--- config.mk ---
export PLATFORM = sky130hd
export DESIGN_NAME = bsci_top
export DESIGN_NICKNAME = d
export VERILOG_FILES = /design/src/inc/bsci_pkg.sv /design/src/rtl/bsci_fifo.sv /design/src/rtl/bsci_top.sv
export SDC_FILE = /design/constraint.sdc
export NUM_CORES = 2
export LEC_CHECK = 0
export BUFFER_PORTS_ARGS = -buffer_cell sky130_fd_sc_hd__buf_4
export CAP_MARGIN = 10
export CELL_PAD_IN_SITES_DETAIL_PLACEMENT = 1
export CELL_PAD_IN_SITES_GLOBAL_PLACEMENT = 2
export CORE_AREA = 2 2 330 365
export DETAILED_ROUTE_END_ITERATION = 8
export DIE_AREA = 0 0 332 367
export PLACE_DENSITY_LB_ADDON = 0.1
export SLEW_MARGIN = 10
export SYNTH_ARGS = -nofsm -noshare
export SYNTH_HDL_FRONTEND = slang
export SYNTH_SLANG_ARGS = --single-unit
export TNS_END_PERCENT = 50
--- constraint.sdc ---
create_clock -name core_clk -period 9.9 [get_ports core_clk]
set_input_delay 1.485 -clock core_clk [delete_from_list [all_inputs] [get_ports core_clk]]
set_output_delay 1.485 -clock core_clk [all_outputs]
set_load 0.01 [all_outputs]
--- src/inc/bsci_pkg.sv ---
// package: constants and types of the serial command interpreter
package bsci_pkg;
  // ---------------------------------------------------------------
  // timing
  // ---------------------------------------------------------------
  localparam int CLK_HZ = 25_000_000;
  localparam int BAUD = 9600;
  localparam int BIT_CYC = CLK_HZ / BAUD;
  localparam int REPLY_MS = 5;
  localparam int REPLY_CYC = CLK_HZ / 1000 * REPLY_MS;
  // ---------------------------------------------------------------
  // sizes, characters, reset values
  // ---------------------------------------------------------------
  localparam int CMD_LEN = 80;
  localparam int FIFO_DEPTH = 16;
  localparam int MSG_LAST = 9;
  localparam logic [6:0] CH_D = 7'h44;
  localparam logic [6:0] CH_SP = 7'h20;
  localparam logic [6:0] CH_CR = 7'h0d;
  localparam logic [6:0] CH_LF = 7'h0a;
  localparam logic [6:0] CH_BS = 7'h08;
  localparam logic [6:0] CH_0 = 7'h30;
  localparam logic [6:0] CH_COLON = 7'h3a;
  localparam logic [31:0] VAL_RST = 32'h0;
  // ---------------------------------------------------------------
  // command letter pairs
  // ---------------------------------------------------------------
  localparam logic [13:0] READ_COUNT_CMD = {7'h44, 7'h43};
  localparam logic [13:0] READ_FLOW_SPEED_CMD = {7'h44, 7'h52};
  localparam logic [13:0] READ_GRAND_TOTAL_CMD = {7'h44, 7'h54};
  localparam logic [13:0] START_BATCH_CMD = {7'h47, 7'h4f};
  localparam logic [13:0] HALT_BATCH_CMD = {7'h53, 7'h54};
  localparam logic [13:0] COUNT_SCALE_CMD = {7'h4b, 7'h43};
  localparam logic [13:0] FLOW_SPEED_SCALE_CMD = {7'h4b, 7'h52};
  localparam logic [13:0] SETPOINT_CMD = {7'h50, 7'h41};
  localparam logic [13:0] EARLY_WARNING_CMD = {7'h50, 7'h57};
  localparam logic [13:0] CLEAR_COUNTER_CMD = {7'h52, 7'h43};
  localparam logic [13:0] CLEAR_TOTAL_CMD = {7'h52, 7'h54};
  // ---------------------------------------------------------------
  // value selectors (strobe codes)
  // ---------------------------------------------------------------
  localparam logic [2:0] SEL_PRESET = 3'h0;
  localparam logic [2:0] SEL_PREWARN = 3'h1;
  localparam logic [2:0] SEL_COUNT_K = 3'h2;
  localparam logic [2:0] SEL_RATE_K = 3'h3;
  localparam logic [2:0] SEL_COUNT = 3'h4;
  localparam logic [2:0] SEL_TOTAL = 3'h5;
  localparam logic [2:0] SEL_RATE = 3'h6;
  localparam logic [2:0] SEL_NONE = 3'h7;
  typedef enum logic [1:0] {PAR_ODD, PAR_EVEN, PAR_MARK, PAR_SPACE} bsci_par_t;
  typedef enum logic [3:0] {ST_OFF, ST_ANN, ST_COLLECT, ST_TOK, ST_AFT, ST_NUM, ST_EXEC, ST_EMIT,
                            ST_DRAIN} bsci_state_t;
endpackage

--- src/rtl/bsci_fifo.sv ---
// file: small synchronous fifo with valid/ready on both sides
`timescale 1ns/1ps
module bsci_fifo #(
  parameter int WIDTH = 7,
  parameter int DEPTH = 16
) (
  input wire logic core_clk,
  input wire logic reset,
  input wire logic in_valid,
  output logic in_ready,
  input wire logic [WIDTH-1:0] in_data,
  output logic out_valid,
  input wire logic out_ready,
  output logic [WIDTH-1:0] out_data
);
  localparam int AW = $clog2(DEPTH);
  logic [WIDTH-1:0] mem [DEPTH];
  logic [AW-1:0] wr_q, rd_q;
  logic [AW:0] cnt_q;
  logic push, pop;
  assign in_ready = cnt_q != (AW+1)'(DEPTH);
  assign out_valid = cnt_q != '0;
  assign out_data = mem[rd_q];
  assign push = in_valid && in_ready;
  assign pop = out_valid && out_ready;
  always_ff @(posedge core_clk) begin
    if (push) begin
      mem[wr_q] <= in_data;
    end
  end
  always_ff @(posedge core_clk) begin
    if (reset) begin
      wr_q <= '0;
      rd_q <= '0;
      cnt_q <= '0;
    end else begin
      if (push) wr_q <= (wr_q == AW'(DEPTH-1)) ? '0 : wr_q + 1'b1;
      if (pop) rd_q <= (rd_q == AW'(DEPTH-1)) ? '0 : rd_q + 1'b1;
      cnt_q <= cnt_q + (AW+1)'(push) - (AW+1)'(pop);
    end
  end
endmodule

--- src/rtl/bsci_top.sv ---
// file: serial command interpreter of the batch controller
`timescale 1ns/1ps
module bsci_top #(
  parameter int BIT_CYC = bsci_pkg::BIT_CYC,
  parameter int REPLY_CYC = bsci_pkg::REPLY_CYC
) (
  input wire logic core_clk,
  input wire logic reset,
  input wire logic rx_in,
  output logic tx_out_q,
  output logic tx_oe_q,
  input wire logic [3:0] unit_code,
  input wire bsci_pkg::bsci_par_t parity_sel,
  input wire logic strobe,
  input wire logic req_code_bit0,
  input wire logic req_code_bit1,
  input wire logic req_code_bit2,
  input wire logic adding_mode,
  input wire logic keypad_event,
  input wire logic signal_event,
  input wire logic [31:0] count_bcd,
  input wire logic [31:0] rate_bcd,
  input wire logic [31:0] total_bcd,
  output logic [31:0] preset_q,
  output logic [31:0] prewarn_q,
  output logic [31:0] count_scale_q,
  output logic [31:0] rate_scale_q,
  output logic counter_load_q,
  output logic [31:0] counter_val_q,
  output logic total_load_q,
  output logic [31:0] total_val_q,
  output logic batch_start_q,
  output logic batch_halt_q,
  output logic output_reset_q,
  output logic on_line_q
);
  // ---------------------------------------------------------------
  // helpers
  // ---------------------------------------------------------------
  function automatic logic [31:0] sel_value(input logic [2:0] s);
    case (s)
      bsci_pkg::SEL_PRESET: sel_value = preset_q;
      bsci_pkg::SEL_PREWARN: sel_value = prewarn_q;
      bsci_pkg::SEL_COUNT_K: sel_value = count_scale_q;
      bsci_pkg::SEL_RATE_K: sel_value = rate_scale_q;
      bsci_pkg::SEL_COUNT: sel_value = count_bcd;
      bsci_pkg::SEL_TOTAL: sel_value = total_bcd;
      default: sel_value = rate_bcd;
    endcase
  endfunction
  function automatic logic [2:0] read_sel(input logic [13:0] t);
    case (t)
      bsci_pkg::SETPOINT_CMD: read_sel = bsci_pkg::SEL_PRESET;
      bsci_pkg::EARLY_WARNING_CMD: read_sel = bsci_pkg::SEL_PREWARN;
      bsci_pkg::COUNT_SCALE_CMD: read_sel = bsci_pkg::SEL_COUNT_K;
      bsci_pkg::FLOW_SPEED_SCALE_CMD: read_sel = bsci_pkg::SEL_RATE_K;
      bsci_pkg::READ_COUNT_CMD: read_sel = bsci_pkg::SEL_COUNT;
      bsci_pkg::READ_GRAND_TOTAL_CMD: read_sel = bsci_pkg::SEL_TOTAL;
      bsci_pkg::READ_FLOW_SPEED_CMD: read_sel = bsci_pkg::SEL_RATE;
      default: read_sel = bsci_pkg::SEL_NONE;
    endcase
  endfunction
  function automatic logic is_digit(input logic [6:0] c);
    is_digit = c >= bsci_pkg::CH_0 && c <= 7'h39;
  endfunction
  // ---------------------------------------------------------------
  // receiver: 7 data bits, parity skipped
  // ---------------------------------------------------------------
  logic rx_busy_q, rx_valid_q;
  logic [15:0] rx_cnt_q;
  logic [3:0] rx_bit_q;
  logic [6:0] rx_sh_q;
  always_ff @(posedge core_clk) begin
    if (reset) begin
      rx_busy_q <= 1'b0;
      rx_valid_q <= 1'b0;
      rx_cnt_q <= '0;
      rx_bit_q <= '0;
      rx_sh_q <= '0;
    end else begin
      rx_valid_q <= 1'b0;
      if (!rx_busy_q) begin
        if (!rx_in) begin
          rx_busy_q <= 1'b1;
          rx_cnt_q <= 16'(BIT_CYC / 2);
          rx_bit_q <= '0;
        end
      end else if (rx_cnt_q != '0) begin
        rx_cnt_q <= rx_cnt_q - 1'b1;
      end else begin
        rx_cnt_q <= 16'(BIT_CYC - 1);
        rx_bit_q <= rx_bit_q + 1'b1;
        if (rx_bit_q == 4'h0 && rx_in) rx_busy_q <= 1'b0;
        if (rx_bit_q >= 4'h1 && rx_bit_q <= 4'h7) rx_sh_q <= {rx_in, rx_sh_q[6:1]};
        if (rx_bit_q == 4'h9) begin
          rx_busy_q <= 1'b0;
          rx_valid_q <= 1'b1;
        end
      end
    end
  end
  // ---------------------------------------------------------------
  // transmit fifo and transmitter
  // ---------------------------------------------------------------
  logic push_v, in_ready, out_valid, tx_busy_q;
  logic [6:0] push_d, out_data;
  logic [9:0] tx_sh_q;
  logic [15:0] tx_cnt_q;
  logic [3:0] tx_bit_q;
  logic par;
  bsci_fifo #(.WIDTH(7), .DEPTH(bsci_pkg::FIFO_DEPTH)) u_fifo (
    .core_clk(core_clk), .reset(reset), .in_valid(push_v), .in_ready(in_ready), .in_data(push_d),
    .out_valid(out_valid), .out_ready(!tx_busy_q), .out_data(out_data));
  always_comb begin
    case (parity_sel)
      bsci_pkg::PAR_ODD: par = ~(^out_data);
      bsci_pkg::PAR_EVEN: par = ^out_data;
      bsci_pkg::PAR_MARK: par = 1'b1;
      default: par = 1'b0;
    endcase
  end
  always_ff @(posedge core_clk) begin
    if (reset) begin
      tx_busy_q <= 1'b0;
      tx_sh_q <= '1;
      tx_cnt_q <= '0;
      tx_bit_q <= '0;
      tx_out_q <= 1'b1;
    end else if (!tx_busy_q) begin
      tx_out_q <= 1'b1;
      if (out_valid) begin
        tx_busy_q <= 1'b1;
        tx_sh_q <= {1'b1, par, out_data, 1'b0};
        tx_cnt_q <= 16'(BIT_CYC - 1);
        tx_bit_q <= '0;
      end
    end else begin
      tx_out_q <= tx_sh_q[0];
      if (tx_cnt_q != '0) begin
        tx_cnt_q <= tx_cnt_q - 1'b1;
      end else begin
        tx_cnt_q <= 16'(BIT_CYC - 1);
        tx_sh_q <= {1'b1, tx_sh_q[9:1]};
        tx_bit_q <= tx_bit_q + 1'b1;
        if (tx_bit_q == 4'h9) tx_busy_q <= 1'b0;
      end
    end
  end
  // ---------------------------------------------------------------
  // command state machine
  // ---------------------------------------------------------------
  bsci_pkg::bsci_state_t st_q, ret_q;
  logic [6:0] cbuf [bsci_pkg::CMD_LEN];
  logic [6:0] len_q, idx_q, cur;
  logic [1:0] addr_st_q, tok_n_q;
  logic [4:0] addr_q;
  logic [13:0] tok_q;
  logic [31:0] num_q, val_q;
  logic [3:0] n_q;
  logic ann_q, has_num_q, strobe_q, at_end, halt, strobe_rise;
  logic [2:0] req_code;
  assign req_code = {req_code_bit2, req_code_bit1, req_code_bit0};
  assign strobe_rise = strobe && !strobe_q;
  assign cur = cbuf[idx_q];
  assign at_end = idx_q == len_q;
  assign halt = keypad_event || signal_event || rx_valid_q;
  always_comb begin
    push_v = 1'b0;
    push_d = rx_sh_q;
    if (st_q == bsci_pkg::ST_COLLECT) begin
      push_v = rx_valid_q;
    end else if (st_q == bsci_pkg::ST_EMIT) begin
      push_v = 1'b1;
      if (ann_q) begin
        case (n_q)
          4'h0: push_d = bsci_pkg::CH_D;
          4'h1: push_d = 7'h65;
          4'h2: push_d = 7'h76;
          4'h3: push_d = 7'h69;
          4'h4: push_d = 7'h63;
          4'h5: push_d = 7'h65;
          4'h6: push_d = bsci_pkg::CH_SP;
          4'h7: push_d = bsci_pkg::CH_0 + 7'(unit_code >= 4'ha);
          4'h8: push_d = bsci_pkg::CH_0 + 7'(unit_code >= 4'ha ? unit_code - 4'ha : unit_code);
          default: push_d = bsci_pkg::CH_COLON;
        endcase
      end else if (n_q == 4'h0) begin
        push_d = bsci_pkg::CH_CR;
      end else if (n_q == 4'h1) begin
        push_d = bsci_pkg::CH_LF;
      end else begin
        push_d = bsci_pkg::CH_0 + 7'(val_q[31:28]);
      end
    end
  end
  always_ff @(posedge core_clk) begin
    if (st_q == bsci_pkg::ST_COLLECT && rx_valid_q && rx_sh_q != bsci_pkg::CH_BS
        && rx_sh_q != bsci_pkg::CH_CR && len_q != 7'(bsci_pkg::CMD_LEN)) begin
      cbuf[len_q] <= rx_sh_q;
    end
  end
  always_ff @(posedge core_clk) begin
    if (reset) begin
      st_q <= bsci_pkg::ST_OFF;
      ret_q <= bsci_pkg::ST_OFF;
      {len_q, idx_q, addr_st_q, tok_n_q, addr_q, tok_q, n_q} <= '0;
      {num_q, val_q, ann_q, has_num_q, strobe_q, on_line_q} <= '0;
    end else begin
      strobe_q <= strobe;
      case (st_q)
        bsci_pkg::ST_OFF: begin
          if (strobe_rise && req_code != bsci_pkg::SEL_NONE) begin
            on_line_q <= 1'b1;
            val_q <= sel_value(req_code);
            {ann_q, n_q} <= '0;
            st_q <= bsci_pkg::ST_EMIT;
            ret_q <= bsci_pkg::ST_DRAIN;
          end else if (rx_valid_q) begin
            addr_st_q <= '0;
            if (rx_sh_q == bsci_pkg::CH_D) begin
              addr_st_q <= 2'h1;
              addr_q <= '0;
            end else if (addr_st_q != 2'h0 && is_digit(rx_sh_q) && addr_q < 5'h10) begin
              addr_st_q <= 2'h2;
              addr_q <= 5'(addr_q * 10 + 5'(rx_sh_q[3:0]));
            end else if (addr_st_q == 2'h2 && rx_sh_q == bsci_pkg::CH_SP && addr_q == {1'b0, unit_code}) begin
              on_line_q <= 1'b1;
              {ann_q, n_q} <= {1'b1, 4'h0};
              len_q <= '0;
              st_q <= bsci_pkg::ST_EMIT;
              ret_q <= bsci_pkg::ST_COLLECT;
            end
          end
        end
        bsci_pkg::ST_COLLECT: begin
          if (rx_valid_q) begin
            if (rx_sh_q == bsci_pkg::CH_CR) begin
              {idx_q, tok_n_q} <= '0;
              st_q <= bsci_pkg::ST_TOK;
            end else if (rx_sh_q == bsci_pkg::CH_BS) begin
              if (len_q != '0) len_q <= len_q - 1'b1;
            end else if (len_q != 7'(bsci_pkg::CMD_LEN)) begin
              len_q <= len_q + 1'b1;
            end
          end
        end
        bsci_pkg::ST_TOK: begin
          if (at_end) begin
            has_num_q <= 1'b0;
            st_q <= (tok_n_q == 2'h2) ? bsci_pkg::ST_EXEC : bsci_pkg::ST_DRAIN;
          end else begin
            idx_q <= idx_q + 1'b1;
            if (cur == bsci_pkg::CH_SP) begin
              if (tok_n_q == 2'h2) st_q <= bsci_pkg::ST_AFT;
            end else begin
              tok_q <= {tok_q[6:0], cur};
              if (tok_n_q != 2'h2) tok_n_q <= tok_n_q + 1'b1;
            end
          end
        end
        bsci_pkg::ST_AFT: begin
          num_q <= '0;
          has_num_q <= !at_end && is_digit(cur);
          st_q <= (!at_end && is_digit(cur)) ? bsci_pkg::ST_NUM : bsci_pkg::ST_EXEC;
        end
        bsci_pkg::ST_NUM: begin
          if (!at_end && is_digit(cur)) begin
            num_q <= {num_q[27:0], cur[3:0]};
            idx_q <= idx_q + 1'b1;
          end else begin
            st_q <= bsci_pkg::ST_EXEC;
          end
        end
        bsci_pkg::ST_EXEC: begin
          tok_n_q <= '0;
          st_q <= bsci_pkg::ST_TOK;
          if (!has_num_q && read_sel(tok_q) != bsci_pkg::SEL_NONE) begin
            val_q <= sel_value(read_sel(tok_q));
            {ann_q, n_q} <= '0;
            st_q <= bsci_pkg::ST_EMIT;
            ret_q <= bsci_pkg::ST_TOK;
          end
        end
        bsci_pkg::ST_EMIT: begin
          if (in_ready) begin
            n_q <= n_q + 1'b1;
            if (!ann_q && n_q >= 4'h2) val_q <= {val_q[27:0], 4'h0};
            if (n_q == 4'(bsci_pkg::MSG_LAST)) st_q <= ret_q;
          end
        end
        bsci_pkg::ST_DRAIN: begin
          if (!out_valid && !tx_busy_q) begin
            on_line_q <= 1'b0;
            addr_st_q <= '0;
            st_q <= bsci_pkg::ST_OFF;
          end
        end
        default: st_q <= bsci_pkg::ST_OFF;
      endcase
      if (halt && st_q inside {bsci_pkg::ST_TOK, bsci_pkg::ST_AFT, bsci_pkg::ST_NUM, bsci_pkg::ST_EXEC}
          || halt && st_q == bsci_pkg::ST_EMIT && !ann_q) begin
        st_q <= bsci_pkg::ST_DRAIN;
      end
    end
  end
  // ---------------------------------------------------------------
  // stored values, command pulses, line driver
  // ---------------------------------------------------------------
  logic do_exec;
  assign do_exec = st_q == bsci_pkg::ST_EXEC && !halt;
  always_ff @(posedge core_clk) begin
    if (reset) begin
      {preset_q, prewarn_q, count_scale_q, rate_scale_q} <= {4{bsci_pkg::VAL_RST}};
      {counter_val_q, total_val_q} <= '0;
      {counter_load_q, total_load_q, batch_start_q, batch_halt_q, output_reset_q, tx_oe_q} <= '0;
    end else begin
      tx_oe_q <= unit_code == 4'h0 || on_line_q;
      {counter_load_q, total_load_q, batch_start_q, batch_halt_q, output_reset_q} <= '0;
      if (do_exec) begin
        case (tok_q)
          bsci_pkg::SETPOINT_CMD: if (has_num_q) preset_q <= num_q;
          bsci_pkg::EARLY_WARNING_CMD: if (has_num_q) prewarn_q <= num_q;
          bsci_pkg::COUNT_SCALE_CMD: if (has_num_q) count_scale_q <= num_q;
          bsci_pkg::FLOW_SPEED_SCALE_CMD: if (has_num_q) rate_scale_q <= num_q;
          bsci_pkg::START_BATCH_CMD: batch_start_q <= 1'b1;
          bsci_pkg::HALT_BATCH_CMD: batch_halt_q <= 1'b1;
          bsci_pkg::CLEAR_COUNTER_CMD: begin
            counter_load_q <= 1'b1;
            counter_val_q <= has_num_q ? num_q : (adding_mode ? '0 : preset_q);
            output_reset_q <= !has_num_q;
          end
          bsci_pkg::CLEAR_TOTAL_CMD: begin
            total_load_q <= 1'b1;
            total_val_q <= has_num_q ? num_q : '0;
          end
          default: ;
        endcase
      end
    end
  end
  // ---------------------------------------------------------------
  // checks
  // ---------------------------------------------------------------
  logic [17:0] wait_q;
  logic proc;
  assign proc = st_q inside {bsci_pkg::ST_TOK, bsci_pkg::ST_AFT, bsci_pkg::ST_NUM, bsci_pkg::ST_EXEC};
  always_ff @(posedge core_clk) begin
    if (reset || !proc) wait_q <= '0;
    else wait_q <= wait_q + 1'b1;
  end
endmodule

==> qor.yml <==
clocking:
  numCtsBuffers: 111
  htree_levels: 3
  cts-hold-fix-buffers: 0
  clkSinkCount: 1070
  clk_path_buf_depth: 3
  cts_tree: "yes"
  postCtsSetupBuffers: 0
  root_buffer: "clkbuf_16"
  ctsResizeCount: 0
  clk_latency_ns: 0.75
  clk_pin_slew_worst_paths_ns: 0.07
drt:
  routed.top_layer: "met4"
  via_per_inst: 5.855
  drtIter0Drc: 2888
  m1WireLength_um: 71170
  drc: 0
  dr_wl_met2_um: 80400
  wl_per_cell_um: 29.32
  firstDrtPassIters: 8
  ant_nets: 0
  vias: 33810
  wl_um: 169300
  wl_met3_um: 7866
global_routing:
  antenna_found_initial: 1
  grt_pass1_vias: 33900
  grt_usage_pct: 27.28
  grt-ovfl-total: 0
  grt_pass1_wl_um: 245000
  grt_max_degree: 172
sta:
  hold_viol: 0
  tightestPinTransition_ns: 1.353
  fin_crit_ns: 5.236
  setup_tns_ns: 0
  fmax_mhz: 191.0
  slew_headroom_pct: 9.771
  drv_slew: 0
  period_share_pct: 52.89
  setup_viol: 0
  fin_skew_ns: 0.04064
  rsz0062_at_grt: "false"
critical_path:
  crit_path_end: "st_q[2]"
  critical_path_arrival_ns: 5.87
  crit_type: "register to register"
  cp-start-kind: "register"
  critPathMaxFanout: 31
  endpoint_kind: "register"
  r2r-end: "st_q[2]"
  reg2reg_depth: 10
  regToRegSetupSlack_ns: 4.66
  cp.required_ns: 10.53
cells_and_area:
  fin_area_um2: 54370
  multi_input_area_um2: 17450
  area_growth_pct: 15.71
  n_fill_cell: 12360
  seqCellArea_um2: 28170
  nets: 4282
  drive_above_1_share_pct: 17.72
synthesis:
  synth_edf_count: 672
  synth_warnings: 0
  synth_area_leader_cell: "edfxtp_1"
  syn-num-nets: 4092
  syn_inst: 3940
  ys_seq_elements: 1070
  yosysSeqAreaShare_pct: 59.90
  synth_area_leaders: "edfxtp_1, dfxtp_1, mux4_2"
  synthArstFlopShare_pct: 0
  synth_common_cells: "edfxtp_1, nand2_1, dfxtp_1"
  synth.most_common_cell: "edfxtp_1"
  syn_area_per_cell_um2: 11.93
  synth.distinct_cells: 90
  synthDominantCellAreaShare_pct: 42.94
  netlist_area_um2: 46990
  synth_top_flop_cell: "edfxtp_1"
place:
  place_area_um2: 50540
  portBuffers: 311
  gp_congestion: 0.9471
  hpwl_um: 116300
pwr:
  pwr-share-comb_pct: 13.9
  pwr-share-seq_pct: 45.5
  ir_drop_mv: 0.1614
  switching_share_pct: 26.58
  power.density_nw_per_um2: 199.9
  clockPowerShare_pct: 40.6
  p_leak_uw: 0.01827
  net-switching-power_uw: 2889
  power.internal_uw: 7978
run_status:
  status: "completed"
die:
  rows: 133
  core_um2: 118500
  die_x_um: 332
  die_area_um2: 121800
  pin_count: 312
  die_height_um: 367
  start_util_pct: 39.66
job:
  max_cap_viol_count: 0
min_path:
  worstHoldPathType: "register to register"
==> cell families (layout without fill, tap and decap cells) <==
| logic type | Yosys count | after routing | share of synthesized area, % |
|---|---|---|---|
| compound gates | 816 | 816 | 11.32 |
| xor+xnor | 43 | 43 | 0.8014 |
| other cells | 0 | 1 | 0 |
| mux | 373 | 373 | 11.80 |
| fa+ha+maj | 40 | 40 | 1.113 |
| simple gates | 1256 | 1256 | 11.89 |
| buf+inv | 342 | 624 | 3.182 |
| flops | 1070 | 1070 | 59.90 |
==> sequential cells by signal, summed over array words and instances (netlist names), 14 cells and up, named ones only <==
name           cells
cbuf             560
u_fifo.mem       112
count_scale_q     32
counter_val_q     32
num_q             32
preset_q          32
prewarn_q         32
rate_scale_q      32
total_val_q       32
val_q             32
rx_cnt_q          16
tx_cnt_q          16
tok_q             14
==> power groups by stage <==
stage                     Clock (µW)  Sequential (µW)  Combinational (µW)
after CTS                       4490             4940                1530
after floorplan                    0             4960                1140
final                           4410             4940                1510
after global routing            4650             4960                1680
after detailed placement           0             5040                1520
after global placement             0             5040                1510
==> worst min path at each step <==
stage | start | endpoint | slack [ns] | depth (start not counted)
after CTS | total_val_q[11] | total_val_q[11] | 0.46 | 2
after global placement | total_val_q[20] | total_val_q[20] | 0.44 | 2
after detailed placement | tx_sh_q[0] | tx_out_q | 0.45 | 1
after global routing | tx_sh_q[0] | tx_out_q | 0.48 | 1
after floorplan | tx_sh_q[0] | tx_out_q | 0.42 | 1
final | total_val_q[11] | total_val_q[11] | 0.45 | 2
==> through the flow <==
step | total power [µW] | util (%) | std cells | worst slack, ns | hold slack (ns)
global placement | 6551 | 42.65 | 5569 | 4.565 | 0.4446
global route | 11280 | 45.89 | 5774 | 4.390 | 0.4772
floorplan | 6104 | - | 3940 | 5.987 | 0.4220
finish | 10870 | 45.89 | 5775 | 4.664 | 0.4547
detailed placement | 6565 | 42.65 | 5569 | 4.565 | 0.4451
CTS | 10960 | 45.88 | 5774 | 4.586 | 0.4595
==> critical path, stage by stage, from the launching register on <==
cell	delay, ns
dfxtp_4	0.68
buf_4	0.61
mux4_1	0.65
a22o_1	0.26
a221oi_1	0.51
nand3_1	0.19
nor4bb_1	0.70
o31a_1	0.28
a21o_1	0.63
nand3_2	0.25
o221a_1	0.31
==> final cells by class <==
type	instances	share of cell area, %
sequential	1070	51.81
multi-input combinational	2528	32.09
clock buffer	152	5.744
timing repair buffer	369	5.155
tap	1552	3.571
clock inverter	53	1.284
inverter	50	0.3452
antenna	1	0.004602
==> routing by layer <==
layer  GRT usage [%]  vias up
li1                -    15160
met1           35.40    17220
met3           3.383      316
met4           14.71        0
met5               0        -
met2           44.61     1117
==> placed cells by master (no fill, tap or decap), types with 17 or more instances in the layout <==
cell type  netlist  routed
edfxtp_1       672     672
nand2_1        489     488
dfxtp_1        398     385
buf_4           20     366
nor2_1         367     359
a21oi_1        315     315
mux2i_1        217     217
nand3_1        140     140
mux4_2         134     134
a22oi_1        115     115
clkbuf_16        0     112
o21ai_0        105     101
a211oi_1        57      56
and2_1          53      52
nor3_1          50      48
inv_1           47      47
ha_1            37      37
a222oi_1        32      32
xnor2_1         26      26
nor2b_1         25      23
clkbuf_1       226      23
nand2b_1        22      22
a31oi_1         21      21
a221oi_1        21      21
o211ai_1        20      20
nor4_1          20      19
xor2_1          17      17
clkbuf_8         0      17
Note: power is estimated with default switching activity, not from simulation.
